===== src/sls_pkg.sv =====
/*
  constants, types and decode helpers for the strap latch and boot select block.
  assumes one 100 MHz register clock; the chip activation level and strap pad levels
  arrive already synchronous to it.
*/
package sls_pkg;

  // ---------------------------------------------------------------------------
  // timing
  // ---------------------------------------------------------------------------
  localparam int CLK_PERIOD_NS      = 10;
  localparam int RAIL_SETTLE_US     = 50;
  localparam int RESET_LOW_US       = 50;
  localparam int STRAP_SETUP_MS     = 0;
  localparam int STRAP_HOLD_MS      = 3;
  localparam int RAIL_SETTLE_CYCLES = (RAIL_SETTLE_US * 1000 + CLK_PERIOD_NS - 1) / CLK_PERIOD_NS;
  localparam int RESET_LOW_CYCLES   = (RESET_LOW_US * 1000 + CLK_PERIOD_NS - 1) / CLK_PERIOD_NS;
  localparam int STRAP_HOLD_CYCLES  = (STRAP_HOLD_MS * 1000000 + CLK_PERIOD_NS - 1) / CLK_PERIOD_NS;

  // ---------------------------------------------------------------------------
  // register map
  // ---------------------------------------------------------------------------
  localparam int          ADDR_W        = 12;
  localparam logic [11:0] ADDR_STATUS   = 12'h000;
  localparam logic [11:0] ADDR_CLK_CFG  = 12'h004;

  localparam int ST_STRAP_A_BIT = 0;
  localparam int ST_STRAP_B_BIT = 1;
  localparam int ST_STRAP_C_BIT = 2;
  localparam int ST_VALID_BIT   = 3;
  localparam int ST_BOOT_LSB    = 4;
  localparam int ST_PRINT_BIT   = 6;
  localparam int ST_SEQ_LSB     = 7;
  localparam int ST_FUSE_LSB    = 9;

  localparam int CC_CPU_SRC_LSB  = 0;
  localparam int CC_CPU_DIV_LSB  = 8;
  localparam int CC_SLOW_SRC_LSB = 16;
  localparam int CC_FAST_SRC_BIT = 20;
  localparam int CC_FAST_DIV_LSB = 24;

  localparam logic [7:0] CPU_DIV_RST   = 8'h02;
  localparam logic [7:0] FAST_DIV_RST  = 8'h01;
  localparam logic [8:0] SLOW_RC_PREDIV = 9'h100;
  localparam logic [8:0] SLOW_NO_PREDIV = 9'h001;

  // ---------------------------------------------------------------------------
  // types
  // ---------------------------------------------------------------------------
  typedef enum logic [1:0] {
    SEQ_OFF  = 2'b00,
    SEQ_HOLD = 2'b01,
    SEQ_RUN  = 2'b10
  } sls_seq_e;

  typedef enum logic [1:0] {
    BOOT_NONE     = 2'b00,
    BOOT_FLASH    = 2'b01,
    BOOT_DOWNLOAD = 2'b10,
    BOOT_INVALID  = 2'b11
  } sls_boot_e;

  typedef enum logic [1:0] {
    CPU_SRC_XTAL = 2'b00,
    CPU_SRC_RC   = 2'b01,
    CPU_SRC_PLL  = 2'b10
  } sls_cpu_src_e;

  typedef enum logic [1:0] {
    SLOW_SRC_XTAL32K = 2'b00,
    SLOW_SRC_SLOW_RC = 2'b01,
    SLOW_SRC_FAST_RC = 2'b10
  } sls_slow_src_e;

  localparam sls_cpu_src_e  CPU_SRC_RST  = CPU_SRC_XTAL;
  localparam sls_slow_src_e SLOW_SRC_RST = SLOW_SRC_SLOW_RC;
  localparam logic          FAST_SRC_RST = 1'b0;

  // ---------------------------------------------------------------------------
  // decode helpers
  // ---------------------------------------------------------------------------
  function automatic sls_boot_e sls_boot_decode(input logic a, input logic b, input logic c);
    sls_boot_e m;
    m = BOOT_NONE;
    if (!b && !c) begin
      m = BOOT_INVALID;
    end else if (a && c) begin
      m = BOOT_FLASH;
    end else if (a && b && !c) begin
      m = BOOT_DOWNLOAD;
    end
    return m;
  endfunction

  function automatic logic sls_print_decode(input logic [1:0] fuse, input logic b);
    logic en;
    case (fuse)
      2'h0:    en = 1'b1;
      2'h1:    en = ~b;
      2'h2:    en = b;
      default: en = 1'b0;
    endcase
    return en;
  endfunction

endpackage


===== src/sls_boot_ctrl.sv =====
/*
  strap latch and boot select: power-up sequencing from chip activation, strap capture,
  boot mode and rom log print decode, and post-reset clock source selection, with an
  apb slave for status and clock configuration.
  assumes chip_en, strap pads and the fuse field are synchronous to pclk and the fuse
  field is settled before chip_en rises.
*/
// Added by the designer: the address map and register access over APB.
`timescale 1ns/10ps
module sls_boot_ctrl
  import sls_pkg::*;
#(
  parameter int HOLD_CYCLES = STRAP_HOLD_CYCLES
) (
  input  wire logic        pclk,
  input  wire logic        presetn,
  input  wire logic        ce,
  input  wire logic        chip_en,
  input  wire logic        boot_strap_a,
  input  wire logic        boot_strap_b,
  input  wire logic        boot_strap_c,
  input  wire logic [1:0]  rom_log_fuse_field,
  input  wire logic        psel,
  input  wire logic        penable,
  input  wire logic        pwrite,
  input  wire logic [11:0] paddr,
  input  wire logic [31:0] pwdata,
  output logic [31:0]      prdata,
  output logic             pready,
  output logic             pslverr,
  output logic             strap_c_pull_en,
  output logic             strap_gpio_release,
  output logic             strap_a_q,
  output logic             strap_b_q,
  output logic             strap_c_q,
  output logic             strap_valid,
  output sls_boot_e        boot_mode,
  output logic             rom_log_print_en,
  output sls_cpu_src_e     cpu_clk_src,
  output logic [7:0]       cpu_clk_div,
  output sls_slow_src_e    rtc_slow_src,
  output logic [8:0]       rtc_slow_div,
  output logic             rtc_fast_src,
  output logic [7:0]       rtc_fast_div
);

  sls_seq_e    state;
  sls_seq_e    next_state;
  logic        hold_done;
  logic        capture;
  logic        off;
  logic        held_a;
  logic        held_b;
  logic        held_c;
  logic [31:0] status_word;
  logic [31:0] clk_word;
  logic [31:0] next_rdata;
  logic        next_err;
  logic        setup;
  logic        cfg_wr;

  // ---------------------------------------------------------------------------
  // power-up sequence
  // ---------------------------------------------------------------------------
  // chip_en low is shutdown: everything but the apb slave returns to its reset picture
  always_comb begin
    next_state = state;
    case (state)
      SEQ_OFF:  if (chip_en) next_state = SEQ_HOLD;
      SEQ_HOLD: if (!chip_en) next_state = SEQ_OFF;
                else if (hold_done) next_state = SEQ_RUN;
      SEQ_RUN:  if (!chip_en) next_state = SEQ_OFF;
      default:  next_state = SEQ_OFF;
    endcase
  end

  always_ff @(posedge pclk or negedge presetn) begin
    if (!presetn) begin
      state <= SEQ_OFF;
    end else if (ce) begin
      state <= next_state;
    end
  end

  sls_hold_timer #(
    .COUNT (HOLD_CYCLES)
  ) u_hold (
    .pclk    (pclk),
    .presetn (presetn),
    .ce      (ce),
    .run     (state == SEQ_HOLD && chip_en),
    .done    (hold_done)
  );

  // sample at the close of the window so the latest settled level wins
  assign capture = (state == SEQ_HOLD) && chip_en && hold_done;
  assign off     = !chip_en;

  // ---------------------------------------------------------------------------
  // strap latches
  // ---------------------------------------------------------------------------
  sls_strap_latch u_latch_a (
    .pclk    (pclk),
    .presetn (presetn),
    .ce      (ce),
    .clear   (off),
    .capture (capture),
    .pin     (boot_strap_a),
    .q       (strap_a_q),
    .held    (held_a)
  );

  sls_strap_latch u_latch_b (
    .pclk    (pclk),
    .presetn (presetn),
    .ce      (ce),
    .clear   (off),
    .capture (capture),
    .pin     (boot_strap_b),
    .q       (strap_b_q),
    .held    (held_b)
  );

  sls_strap_latch u_latch_c (
    .pclk    (pclk),
    .presetn (presetn),
    .ce      (ce),
    .clear   (off),
    .capture (capture),
    .pin     (boot_strap_c),
    .q       (strap_c_q),
    .held    (held_c)
  );

  // ---------------------------------------------------------------------------
  // pad control and decoded outputs
  // ---------------------------------------------------------------------------
  always_ff @(posedge pclk or negedge presetn) begin
    if (!presetn) begin
      strap_c_pull_en    <= 1'b1;
      strap_gpio_release <= 1'b0;
      strap_valid        <= 1'b0;
    end else if (ce) begin
      strap_c_pull_en    <= (next_state != SEQ_RUN);
      strap_gpio_release <= (next_state == SEQ_RUN);
      strap_valid        <= held_a && held_b && held_c && chip_en;
    end
  end

  // decoded once the latches are full; fixed until shutdown
  always_ff @(posedge pclk or negedge presetn) begin
    if (!presetn) begin
      boot_mode        <= BOOT_NONE;
      rom_log_print_en <= 1'b0;
    end else if (ce) begin
      if (state == SEQ_RUN) begin
        boot_mode        <= sls_boot_decode(strap_a_q, strap_b_q, strap_c_q);
        rom_log_print_en <= sls_print_decode(rom_log_fuse_field, strap_b_q);
      end else begin
        boot_mode        <= BOOT_NONE;
        rom_log_print_en <= 1'b0;
      end
    end
  end

  // ---------------------------------------------------------------------------
  // clock selection
  // ---------------------------------------------------------------------------
  assign setup  = psel && !penable;
  assign cfg_wr = psel && penable && pready && pwrite && !pslverr && (paddr == ADDR_CLK_CFG);

  // unsupported source codes are dropped so a stray write cannot stop a clock
  always_ff @(posedge pclk or negedge presetn) begin
    if (!presetn) begin
      cpu_clk_src  <= CPU_SRC_RST;
      cpu_clk_div  <= CPU_DIV_RST;
      rtc_slow_src <= SLOW_SRC_RST;
      rtc_fast_src <= FAST_SRC_RST;
      rtc_fast_div <= FAST_DIV_RST;
    end else if (ce) begin
      if (off) begin
        cpu_clk_src  <= CPU_SRC_RST;
        cpu_clk_div  <= CPU_DIV_RST;
        rtc_slow_src <= SLOW_SRC_RST;
        rtc_fast_src <= FAST_SRC_RST;
        rtc_fast_div <= FAST_DIV_RST;
      end else if (cfg_wr) begin
        if (pwdata[CC_CPU_SRC_LSB +: 2] != 2'h3) begin
          cpu_clk_src <= sls_cpu_src_e'(pwdata[CC_CPU_SRC_LSB +: 2]);
        end
        cpu_clk_div <= pwdata[CC_CPU_DIV_LSB +: 8];
        if (pwdata[CC_SLOW_SRC_LSB +: 2] != 2'h3) begin
          rtc_slow_src <= sls_slow_src_e'(pwdata[CC_SLOW_SRC_LSB +: 2]);
        end
        rtc_fast_src <= pwdata[CC_FAST_SRC_BIT];
        rtc_fast_div <= pwdata[CC_FAST_DIV_LSB +: 8];
      end
    end
  end

  // the fast rc feeds the slow domain only through the fixed prescaler
  always_ff @(posedge pclk or negedge presetn) begin
    if (!presetn) begin
      rtc_slow_div <= SLOW_NO_PREDIV;
    end else if (ce) begin
      if (off) begin
        rtc_slow_div <= SLOW_NO_PREDIV;
      end else if (cfg_wr && pwdata[CC_SLOW_SRC_LSB +: 2] == SLOW_SRC_FAST_RC) begin
        rtc_slow_div <= SLOW_RC_PREDIV;
      end else if (cfg_wr && pwdata[CC_SLOW_SRC_LSB +: 2] != 2'h3) begin
        rtc_slow_div <= SLOW_NO_PREDIV;
      end
    end
  end

  // ---------------------------------------------------------------------------
  // apb slave
  // ---------------------------------------------------------------------------
  always_comb begin
    status_word = '0;
    status_word[ST_STRAP_A_BIT]     = strap_a_q;
    status_word[ST_STRAP_B_BIT]     = strap_b_q;
    status_word[ST_STRAP_C_BIT]     = strap_c_q;
    status_word[ST_VALID_BIT]       = strap_valid;
    status_word[ST_BOOT_LSB +: 2]   = boot_mode;
    status_word[ST_PRINT_BIT]       = rom_log_print_en;
    status_word[ST_SEQ_LSB +: 2]    = state;
    status_word[ST_FUSE_LSB +: 2]   = rom_log_fuse_field;
    clk_word = '0;
    clk_word[CC_CPU_SRC_LSB +: 2]   = cpu_clk_src;
    clk_word[CC_CPU_DIV_LSB +: 8]   = cpu_clk_div;
    clk_word[CC_SLOW_SRC_LSB +: 2]  = rtc_slow_src;
    clk_word[CC_FAST_SRC_BIT]       = rtc_fast_src;
    clk_word[CC_FAST_DIV_LSB +: 8]  = rtc_fast_div;
  end

  // status is read-only: a write there is refused, never stored
  always_comb begin
    next_rdata = '0;
    next_err   = 1'b0;
    if (paddr == ADDR_STATUS) begin
      next_rdata = pwrite ? 32'h0000_0000 : status_word;
      next_err   = pwrite;
    end else if (paddr == ADDR_CLK_CFG) begin
      next_rdata = pwrite ? 32'h0000_0000 : clk_word;
    end else begin
      next_err   = 1'b1;
    end
  end

  // one wait-free access phase: answer prepared in the setup cycle
  always_ff @(posedge pclk or negedge presetn) begin
    if (!presetn) begin
      pready  <= 1'b0;
      pslverr <= 1'b0;
      prdata  <= '0;
    end else if (ce) begin
      pready <= setup;
      if (setup) begin
        pslverr <= next_err;
        prdata  <= next_rdata;
      end else if (pready) begin
        pslverr <= 1'b0;
        prdata  <= '0;
      end
    end
  end

  // ---------------------------------------------------------------------------
  // checks
  // ---------------------------------------------------------------------------
  hold_to_run_a: assert property (@(posedge pclk) disable iff (!presetn)
    (ce && state == SEQ_HOLD && chip_en && hold_done) |=> state == SEQ_RUN && strap_gpio_release)
    else $error("hold window end did not enter run");

  latch_keep_a: assert property (@(posedge pclk) disable iff (!presetn)
    (state == SEQ_RUN && chip_en) |=> $stable(strap_a_q) && $stable(strap_b_q) && $stable(strap_c_q))
    else $error("strap latch changed while running");

  early_capture_a: assert property (@(posedge pclk) disable iff (!presetn)
    (ce && state == SEQ_HOLD && !hold_done) |=> !strap_valid)
    else $error("straps valid before hold window closed");

  pullup_reset_a: assert property (@(posedge pclk) disable iff (!presetn)
    strap_c_pull_en == (state != SEQ_RUN) && strap_gpio_release == (state == SEQ_RUN))
    else $error("strap c pull or release wrong for sequence state");

  boot_flash_a: assert property (@(posedge pclk) disable iff (!presetn)
    (ce && state == SEQ_RUN && strap_a_q && strap_c_q) |=> boot_mode == BOOT_FLASH)
    else $error("flash boot not decoded");

  boot_download_a: assert property (@(posedge pclk) disable iff (!presetn)
    (ce && state == SEQ_RUN && strap_a_q && strap_b_q && !strap_c_q) |=> boot_mode == BOOT_DOWNLOAD)
    else $error("download boot not decoded");

  print_gate_a: assert property (@(posedge pclk) disable iff (!presetn)
    (ce && state == SEQ_RUN && rom_log_fuse_field == 2'h2) |=> rom_log_print_en == $past(strap_b_q))
    else $error("print enable does not follow strap b for fuse 2");

  print_off_a: assert property (@(posedge pclk) disable iff (!presetn)
    (rom_log_fuse_field == 2'h3 && $past(rom_log_fuse_field) == 2'h3) |-> !rom_log_print_en)
    else $error("print enabled with fuse 3");

  cpu_default_a: assert property (@(posedge pclk) disable iff (!presetn)
    (ce && !chip_en) |=> cpu_clk_src == CPU_SRC_XTAL && cpu_clk_div == CPU_DIV_RST)
    else $error("cpu clock not back at crystal divided by two");

  slow_prediv_a: assert property (@(posedge pclk) disable iff (!presetn)
    (rtc_slow_src == SLOW_SRC_FAST_RC) |-> rtc_slow_div == SLOW_RC_PREDIV)
    else $error("fast rc slow source without 256 prescaler");

endmodule


===== src/sls_strap_latch.sv =====
/*
  one strap latch: catches its pad level once per power cycle.
  assumes the caller pulses capture once, at the end of the hold window.
*/
`timescale 1ns/10ps
module sls_strap_latch
  import sls_pkg::*;
(
  input  wire logic pclk,
  input  wire logic presetn,
  input  wire logic ce,
  input  wire logic clear,
  input  wire logic capture,
  input  wire logic pin,
  output logic      q,
  output logic      held
);

  // ---------------------------------------------------------------------------
  // latch
  // ---------------------------------------------------------------------------
  // once held, only shutdown (clear) or presetn reopens the latch; no write path exists
  always_ff @(posedge pclk or negedge presetn) begin
    if (!presetn) begin
      q    <= 1'b0;
      held <= 1'b0;
    end else if (ce) begin
      if (clear) begin
        q    <= 1'b0;
        held <= 1'b0;
      end else if (capture && !held) begin
        q    <= pin;
        held <= 1'b1;
      end
    end
  end

endmodule


===== src/sls_hold_timer.sv =====
/*
  hold window timer: counts while run is high, flags done on the last cycle.
  assumes run drops whenever the window is abandoned, which restarts the count.
*/
`timescale 1ns/10ps
module sls_hold_timer
  import sls_pkg::*;
#(
  parameter int COUNT = STRAP_HOLD_CYCLES
) (
  input  wire logic pclk,
  input  wire logic presetn,
  input  wire logic ce,
  input  wire logic run,
  output logic      done
);

  localparam int                 CW   = $clog2(COUNT + 1);
  localparam logic [CW-1:0]      LAST = CW'(COUNT - 1);

  logic [CW-1:0] cnt;

  // ---------------------------------------------------------------------------
  // counter
  // ---------------------------------------------------------------------------
  always_ff @(posedge pclk or negedge presetn) begin
    if (!presetn) begin
      cnt <= '0;
    end else if (ce) begin
      if (!run || done) begin
        cnt <= '0;
      end else begin
        cnt <= cnt + CW'(1);
      end
    end
  end

  assign done = run && (cnt == LAST);

endmodule


===== config.mk =====
export PLATFORM = sky130hd
export DESIGN_NAME = sls_boot_ctrl
export DESIGN_NICKNAME = d
export VERILOG_FILES = /design/src/sls_pkg.sv /design/src/sls_boot_ctrl.sv /design/src/sls_strap_latch.sv /design/src/sls_hold_timer.sv
export SDC_FILE = /design/constraint.sdc
export NUM_CORES = 1
export LEC_CHECK = 0
export BUFFER_PORTS_ARGS = -buffer_cell sky130_fd_sc_hd__buf_2
export CAP_MARGIN = 5
export CORE_UTILIZATION = 52
export CTS_BUF_LIST = sky130_fd_sc_hd__clkbuf_8 sky130_fd_sc_hd__clkbuf_16
export DETAILED_ROUTE_END_ITERATION = 16
export PLACE_DENSITY_LB_ADDON = 0.05
export RECOVER_POWER = 25
export SYNTH_ARGS = -nofsm -noshare
export SYNTH_HDL_FRONTEND = slang
export SYNTH_HIERARCHICAL = 1
export SYNTH_SLANG_ARGS = --single-unit

===== constraint.sdc =====
create_clock -name pclk -period 3.35 [get_ports pclk]
set_input_delay 0.335 -clock pclk [delete_from_list [all_inputs] [get_ports pclk]]
set_output_delay 0.335 -clock pclk [all_outputs]
set_load 0.01 [all_outputs]

# Word level (Yosys, flattened, before mapping)
# Index checks and enable logic that the tools add are counted.
[classes]
addsub = 1
n_eq_ne = 18
mux = 49
bitwise_logic = 1
n_reduce_logical = 42
[ops]
columns = ["op", "n"]
rows = [
  ["32-bit 2-to-1 mux", 5],
  ["8-bit 2-to-1 mux", 4],
  ["2-bit 2-to-1 mux", 14],
  ["9-bit 2-to-1 mux", 3],
  ["1-bit logical AND", 21],
  ["19-bit by 1-bit adder with 19-bit output (second input constant)", 1],
  ["19-bit == test (second input constant)", 1],
  ["1-bit 2-to-1 mux", 19],
  ["19-bit 2-to-1 mux", 1],
  ["12-bit by 3-bit == test with 1-bit output (second input constant)", 1],
  ["12-bit logical NOT", 1],
  ["2-bit by 1-bit inequality test with 1-bit output (second input constant)", 6],
  ["2-bit AND reduction", 6],
  ["11-bit 2-to-1 mux", 1],
  ["2-bit == test (second input constant)", 4],
  ["1-bit logical NOT", 8],
  ["2-bit inequality test (second input constant)", 3],
  ["2-bit one-hot mux with 3 select lines", 1],
  ["3-bit AND reduction", 2],
  ["2-bit by 1-bit == test with 1-bit output (second input constant)", 2],
  ["2-bit logical NOT", 2],
  ["3-bit by 1-bit inequality test with 1-bit output (second input constant)", 1],
  ["1-bit one-hot mux with 3 select lines", 1],
  ["2-bit nonzero test", 1],
  ["2 further kinds", 2],
]
[totals]
reg_bits = 97
elab_cells = 133

# Depth between registers and ports, before layout
[depth]
ltp_word = 9
depth_mapped = 9
ltp_nobuf = 9

# Cells and area by module
# The synthesis kept the hierarchy.
[by_module_without_submodules]
columns = ["module", "n_inst", "cells_per_inst", "area_each_um2", "seq_area_each_um2"]
rows = [
  ["sls_boot_ctrl", 1, 276, 2965.3, 1507.7],
  ["sls_hold_timer", 1, 112, 1164.9, 475.5],
  ["sls_strap_latch", 3, 9, 91.3, 50.0],
]

# Worst setup path after synthesis
# Ideal clock, no wire load.
[synth_path]
path_kind = "reg2reg"
startpoint = "register u_hold.cnt[0]"
endpoint = "register u_latch_c.q"
arrival_ns = 2.247
t_required_ns = 3.262
slack_ns = 1.015
path_stages_with_launch = 10
n_path_buf = 0
period_less_slack_ns = 2.335
cell_sequence = "dfrtp_1 > ha_1 > nand4_2 > nor4_2 > and3_2 > nand2_1 > nor3_1 > and4b_1 > a21oi_1 > o22ai_1"
[synth_via]
elab_chain_cells = 6
[synth_lines]
columns = ["element", "line_no", "source"]
rows = [
  ["start: declaration", "sls_hold_timer.sv:21", "logic [CW-1:0] cnt;"],
  ["start signal: assignment", "sls_hold_timer.sv:33", "cnt <= cnt + CW'(1);"],
  ["19-bit == test", "sls_hold_timer.sv:38", "assign done = run && (cnt == LAST);"],
  ["1-bit logical AND", "sls_hold_timer.sv:38", ""],
  ["net hold_done", "sls_boot_ctrl.sv:49", "logic hold_done;"],
  ["1-bit logical AND", "sls_boot_ctrl.sv:96", "assign capture = (state == SEQ_HOLD) && chip_en && hold_done;"],
  ["net capture", "sls_boot_ctrl.sv:50", "logic capture;"],
  ["1-bit logical AND", "sls_strap_latch.sv:31", "end else if (capture && !held) begin"],
  ["2-bit by 1-bit inequality test with 1-bit output (no source line)", "-", ""],
  ["2-bit AND reduction (no source line)", "-", ""],
  ["end signal: assignment", "sls_strap_latch.sv:32", "q <= pin;"],
  ["end: declaration", "sls_strap_latch.sv:15", "output logic q,"],
]
# The timed path passes the listed nets, and every way through them passes these cells.
# A chain may end at the register's enable or synchronous reset.

# Final worst setup path
[layout_path]
startpoint = "register u_hold.cnt[0]"
endpoint = "register u_latch_a.q"
[layout_via]
elab_chain_cells = 6
[layout_lines]
columns = ["element", "line_no"]
rows = [
  ["19-bit == test", "sls_hold_timer.sv:38"],
  ["1-bit logical AND", "sls_hold_timer.sv:38"],
  ["net hold_done", "sls_boot_ctrl.sv:49"],
  ["1-bit logical AND", "sls_boot_ctrl.sv:96"],
  ["net capture", "sls_boot_ctrl.sv:50"],
  ["1-bit logical AND", "sls_strap_latch.sv:31"],
  ["2-bit by 1-bit inequality test with 1-bit output (no source line)", "-"],
  ["2-bit AND reduction (no source line)", "-"],
  ["end signal: assignment", "sls_strap_latch.sv:32"],
  ["end: declaration", "sls_strap_latch.sv:15"],
]
# The timed path passes the listed nets, and every way through them passes these cells.

==> summary.txt <==
Detailed routing
  – 1st-pass router iterations: 4
  – Mean routed wirelength per cell: 17.0 um
  – Drt initial violations: 183
  – Vias: 3585
  – Post-DRT Antenna Nets: 0
  – Drt drc: 0
  – Vias per cell: 5.78
  – WL final: 10.5 mm

Yosys
  – Seq/Total Area, Yosys: 48.4%
  – Post-synth EDFFs: 0
  – Synth async-reset ratio: 100%
  – Post-Syn Instances: 415
  – Post-Syn Area: 4400 sq um
  – Synth Flop Type: dfrtp_1
  – Synthesis-stage register bit count: 85
  – Number of distinct library cells after synthesis: 71
  – Synthesized area per cell: 10.6 sq um
  – YS warnings: 6

Pwr
  – Sw frac: 28.1%
  – Switching power total: 0.561 mW
  – Internal power: 1.43 mW
  – VDD IR max: 0.268 mV
  – Total power: 1.99 mW
  – Logic gate share of total power: 10.9%
  – P_leak: 2.42 nW
  – Clock Power Share: 34.3%
  – Reg power frac: 54.8%
  – Pwr/cell area: 392 nW/um^2

Floorplanning
  – Row Count: 33
  – Die height: 94.0 um
  – Die W: 94.0 um
  – I/O pin count: 129
  – Die area: 8840 sq um
  – Core ar.: 8220 sq um
  – Initial core utilization: 53.6%

Min path
  – Hold Path Class: in -> reg

Setup path
  – Type of destination of the critical path: register
  – Path type of the worst setup path: reg -> reg
  – Critical Path RT: 3.61 ns
  – CP arrival: 2.70 ns
  – Crit Path Max Fanout: 9
  – Startpoint class of the critical path: register

Timing
  – RSZ-0062 raised after global routing: no
  – Crit share post-route: 72.9%
  – Final Hold Vio Count: 0
  – Fmax: 409 MHz
  – Setup TNS: 0 ns
  – Worst slew pin tran: 1.76 ns
  – Final WS setup: 0.907 ns
  – Relative slew slack: -17.5%
  – Clk_skew: 0.0143 ns
  – Final Critical Period: 2.44 ns
  – Count of pins over their slew limit: 71
  – Setup violators final: 0

Global routing
  – Grt ovf: 0
  – First-pass GRT wire length: 17.2 mm
  – GRT Total Usage: 25.2%
  – Vias in the first global route: 3421
  – Initial antenna violation count: 0
  – Largest net degree at the start of global routing: 71

Placed design
  – DP Area: 4910 sq um
  – PortBufs: 105
  – Place WS: 0.930 ns
  – GPL Wtd Cong: 0.798
  – HPWL Detailed: 7.03 mm

Clock tree
  – CTS max path bufs: 2
  – TritonCTS Buffers: 9
  – Post-CTS Setup Inserts: 0
  – Clock Tree Root: clkbuf_8
  – Cts hold-fix bufs: 0
  – TritonCTS Sinks: 85
  – H-tree depth: 3
  – Clock latency at the later pin of the worst-skew pair: 0.36 ns
  – Cts repair resizes: 0
  – Clock slew at reported path FFs: 0.10 ns
  – CTS tree: built

Cells and area
  – Most common cell after layout, fill and taps aside: buf_2
  – Share of cells above drive strength 1: 31.8%
  – Commonest cells after routing, fill and taps aside: 104 x buf_2, 80 x dfrtp_1, 25 x nand2b_1
  – Register Area: 2130 sq um
  – Fin area: 5090 sq um
  – P&R area growth vs syn: 15.5%
  – Final net count: 567
  – Diode count: 0
  – Area of the multi-input gates: 2000 sq um
  – FILL cells: 725

Run status
  – Failing checks: max-capacitance violations, max-slew violations
  – Status: complete, but fails checks

Run
  – Max Cap Viol: 1
## flip-flops by register name (all words and copies together), names as in the netlist, 2 cells and up
register,flops
boot_mode,2
cpu_clk_div,8
cpu_clk_src,2
prdata,27
rtc_fast_div,8
rtc_slow_div,2
rtc_slow_src,2
state,2
u_hold/cnt,19
## metal layers
layer | wire, um | global-route usage [%] | vias up
met5 | 0 | 0 | -
met4 | 136 | 8.97 | 0
met3 | 541 | 4.94 | 13
met2 | 4970 | 39.2 | 91
met1 | 4890 | 34.9 | 1774
li1 | - | - | 1707
## path summary, 6_finish.rpt
check	start	to	slack [ns]	depth (start not counted)
worst min register to register	prdata[8]	prdata[8]	0.48	2
worst max register to register	u_hold/cnt[0]	u_latch_a/q	0.91	10
max in group asynchronous	presetn	u_hold/cnt[7]	1.86	1
min in group asynchronous	presetn	prdata[27]	0.42	1
worst min-delay path	pwdata[27]	rtc_fast_div[3]	0.21	3
worst max-delay path	u_hold/cnt[0]	u_latch_a/q	0.91	10
## stage by stage
stage	util (%)	hold slack [ns]	instances
finish	61.9	0.215	620
global route	61.9	0.219	620
CTS	61.9	0.123	620
detailed placement	59.7	0.469	604
global placement	59.7	0.461	604
floorplan	-	0.0394	426
## cell usage after synthesis (2+ instances only)
cell type   n  share of area [%]
a211oi_1    2               0.34
nor3_1      8               0.91
clkbuf_1   12                1.0
nand2_1    20                1.7
a21oi_1    15                1.7
o22ai_1     6               0.85
a22o_1     22                4.4
nand2b_1   25                3.6
o211ai_1   19                3.2
o21ai_0    10                1.1
buf_6       3               0.77
a22oi_1     3               0.51
a31o_2      2               0.40
buf_4      14                2.4
buf_2       8               0.91
nor4_4      3                1.4
and4b_1     4               0.91
inv_1      18                1.5
nand3_1    19                2.2
and3_1      3               0.43
o22ai_2     2               0.57
o311ai_0    2               0.40
nor2_1      9               0.77
dfstp_2     5                3.0
dfrtp_1    80                 45
nor2b_1     5               0.71
mux2i_1     6                1.4
a31oi_1     2               0.28
nand3b_1    4               0.68
xnor2_1     9                1.8
o221ai_1    2               0.40
mux2_2      2               0.51
nor4_1      6               0.85
nand4_1    21                3.0
a21oi_2     6                1.2
nand4_2     3               0.85
## cells by family (layout without fill, tap and decap cells)
| group | after synthesis | count (layout) | synth area share, % |
|---|---|---|---|
| AND/OR/NAND/NOR | 146 | 146 | 21.8 |
| AO/OA/AOI/OAI | 107 | 107 | 18.4 |
| flip-flops | 85 | 85 | 48.4 |
| buffers and inverters | 57 | 146 | 7.16 |
| XOR/XNOR | 10 | 10 | 1.99 |
| multiplexers | 8 | 8 | 1.88 |
| adder cells (fa/ha/maj) | 1 | 1 | 0.284 |
| other | 1 | 12 | 0.0851 |
## worst max-delay path, stage by stage (launching register included)
cell	delay (ns)
dfrtp_1	0.41
ha_1	0.25
nand4_2	0.24
nor4_2	0.42
and3_2	0.24
nand2_1	0.08
nor3_1	0.15
buf_4	0.19
and4b_1	0.20
a21oi_1	0.04
o22ai_1	0.13
## power groups by stage
stage | Sequential, mW | Combinational, mW | Clock (mW)
floorplan | 1.12 | 0.121 | 0
global placement | 1.11 | 0.216 | 0
detailed placement | 1.11 | 0.219 | 0
CTS | 1.09 | 0.220 | 0.699
global route | 1.10 | 0.243 | 0.738
finish | 1.09 | 0.217 | 0.685
## layout make-up
type                       instances  area share (%)
clock buffer                      10            2.71
tap                              105            2.58
sequential                        85            41.9
inverter                          19            1.40
timing repair buffer             111            11.2
clock inverter                     6           0.910
multi-input combinational        284            39.3
Power figures use the tool's default switching activity.
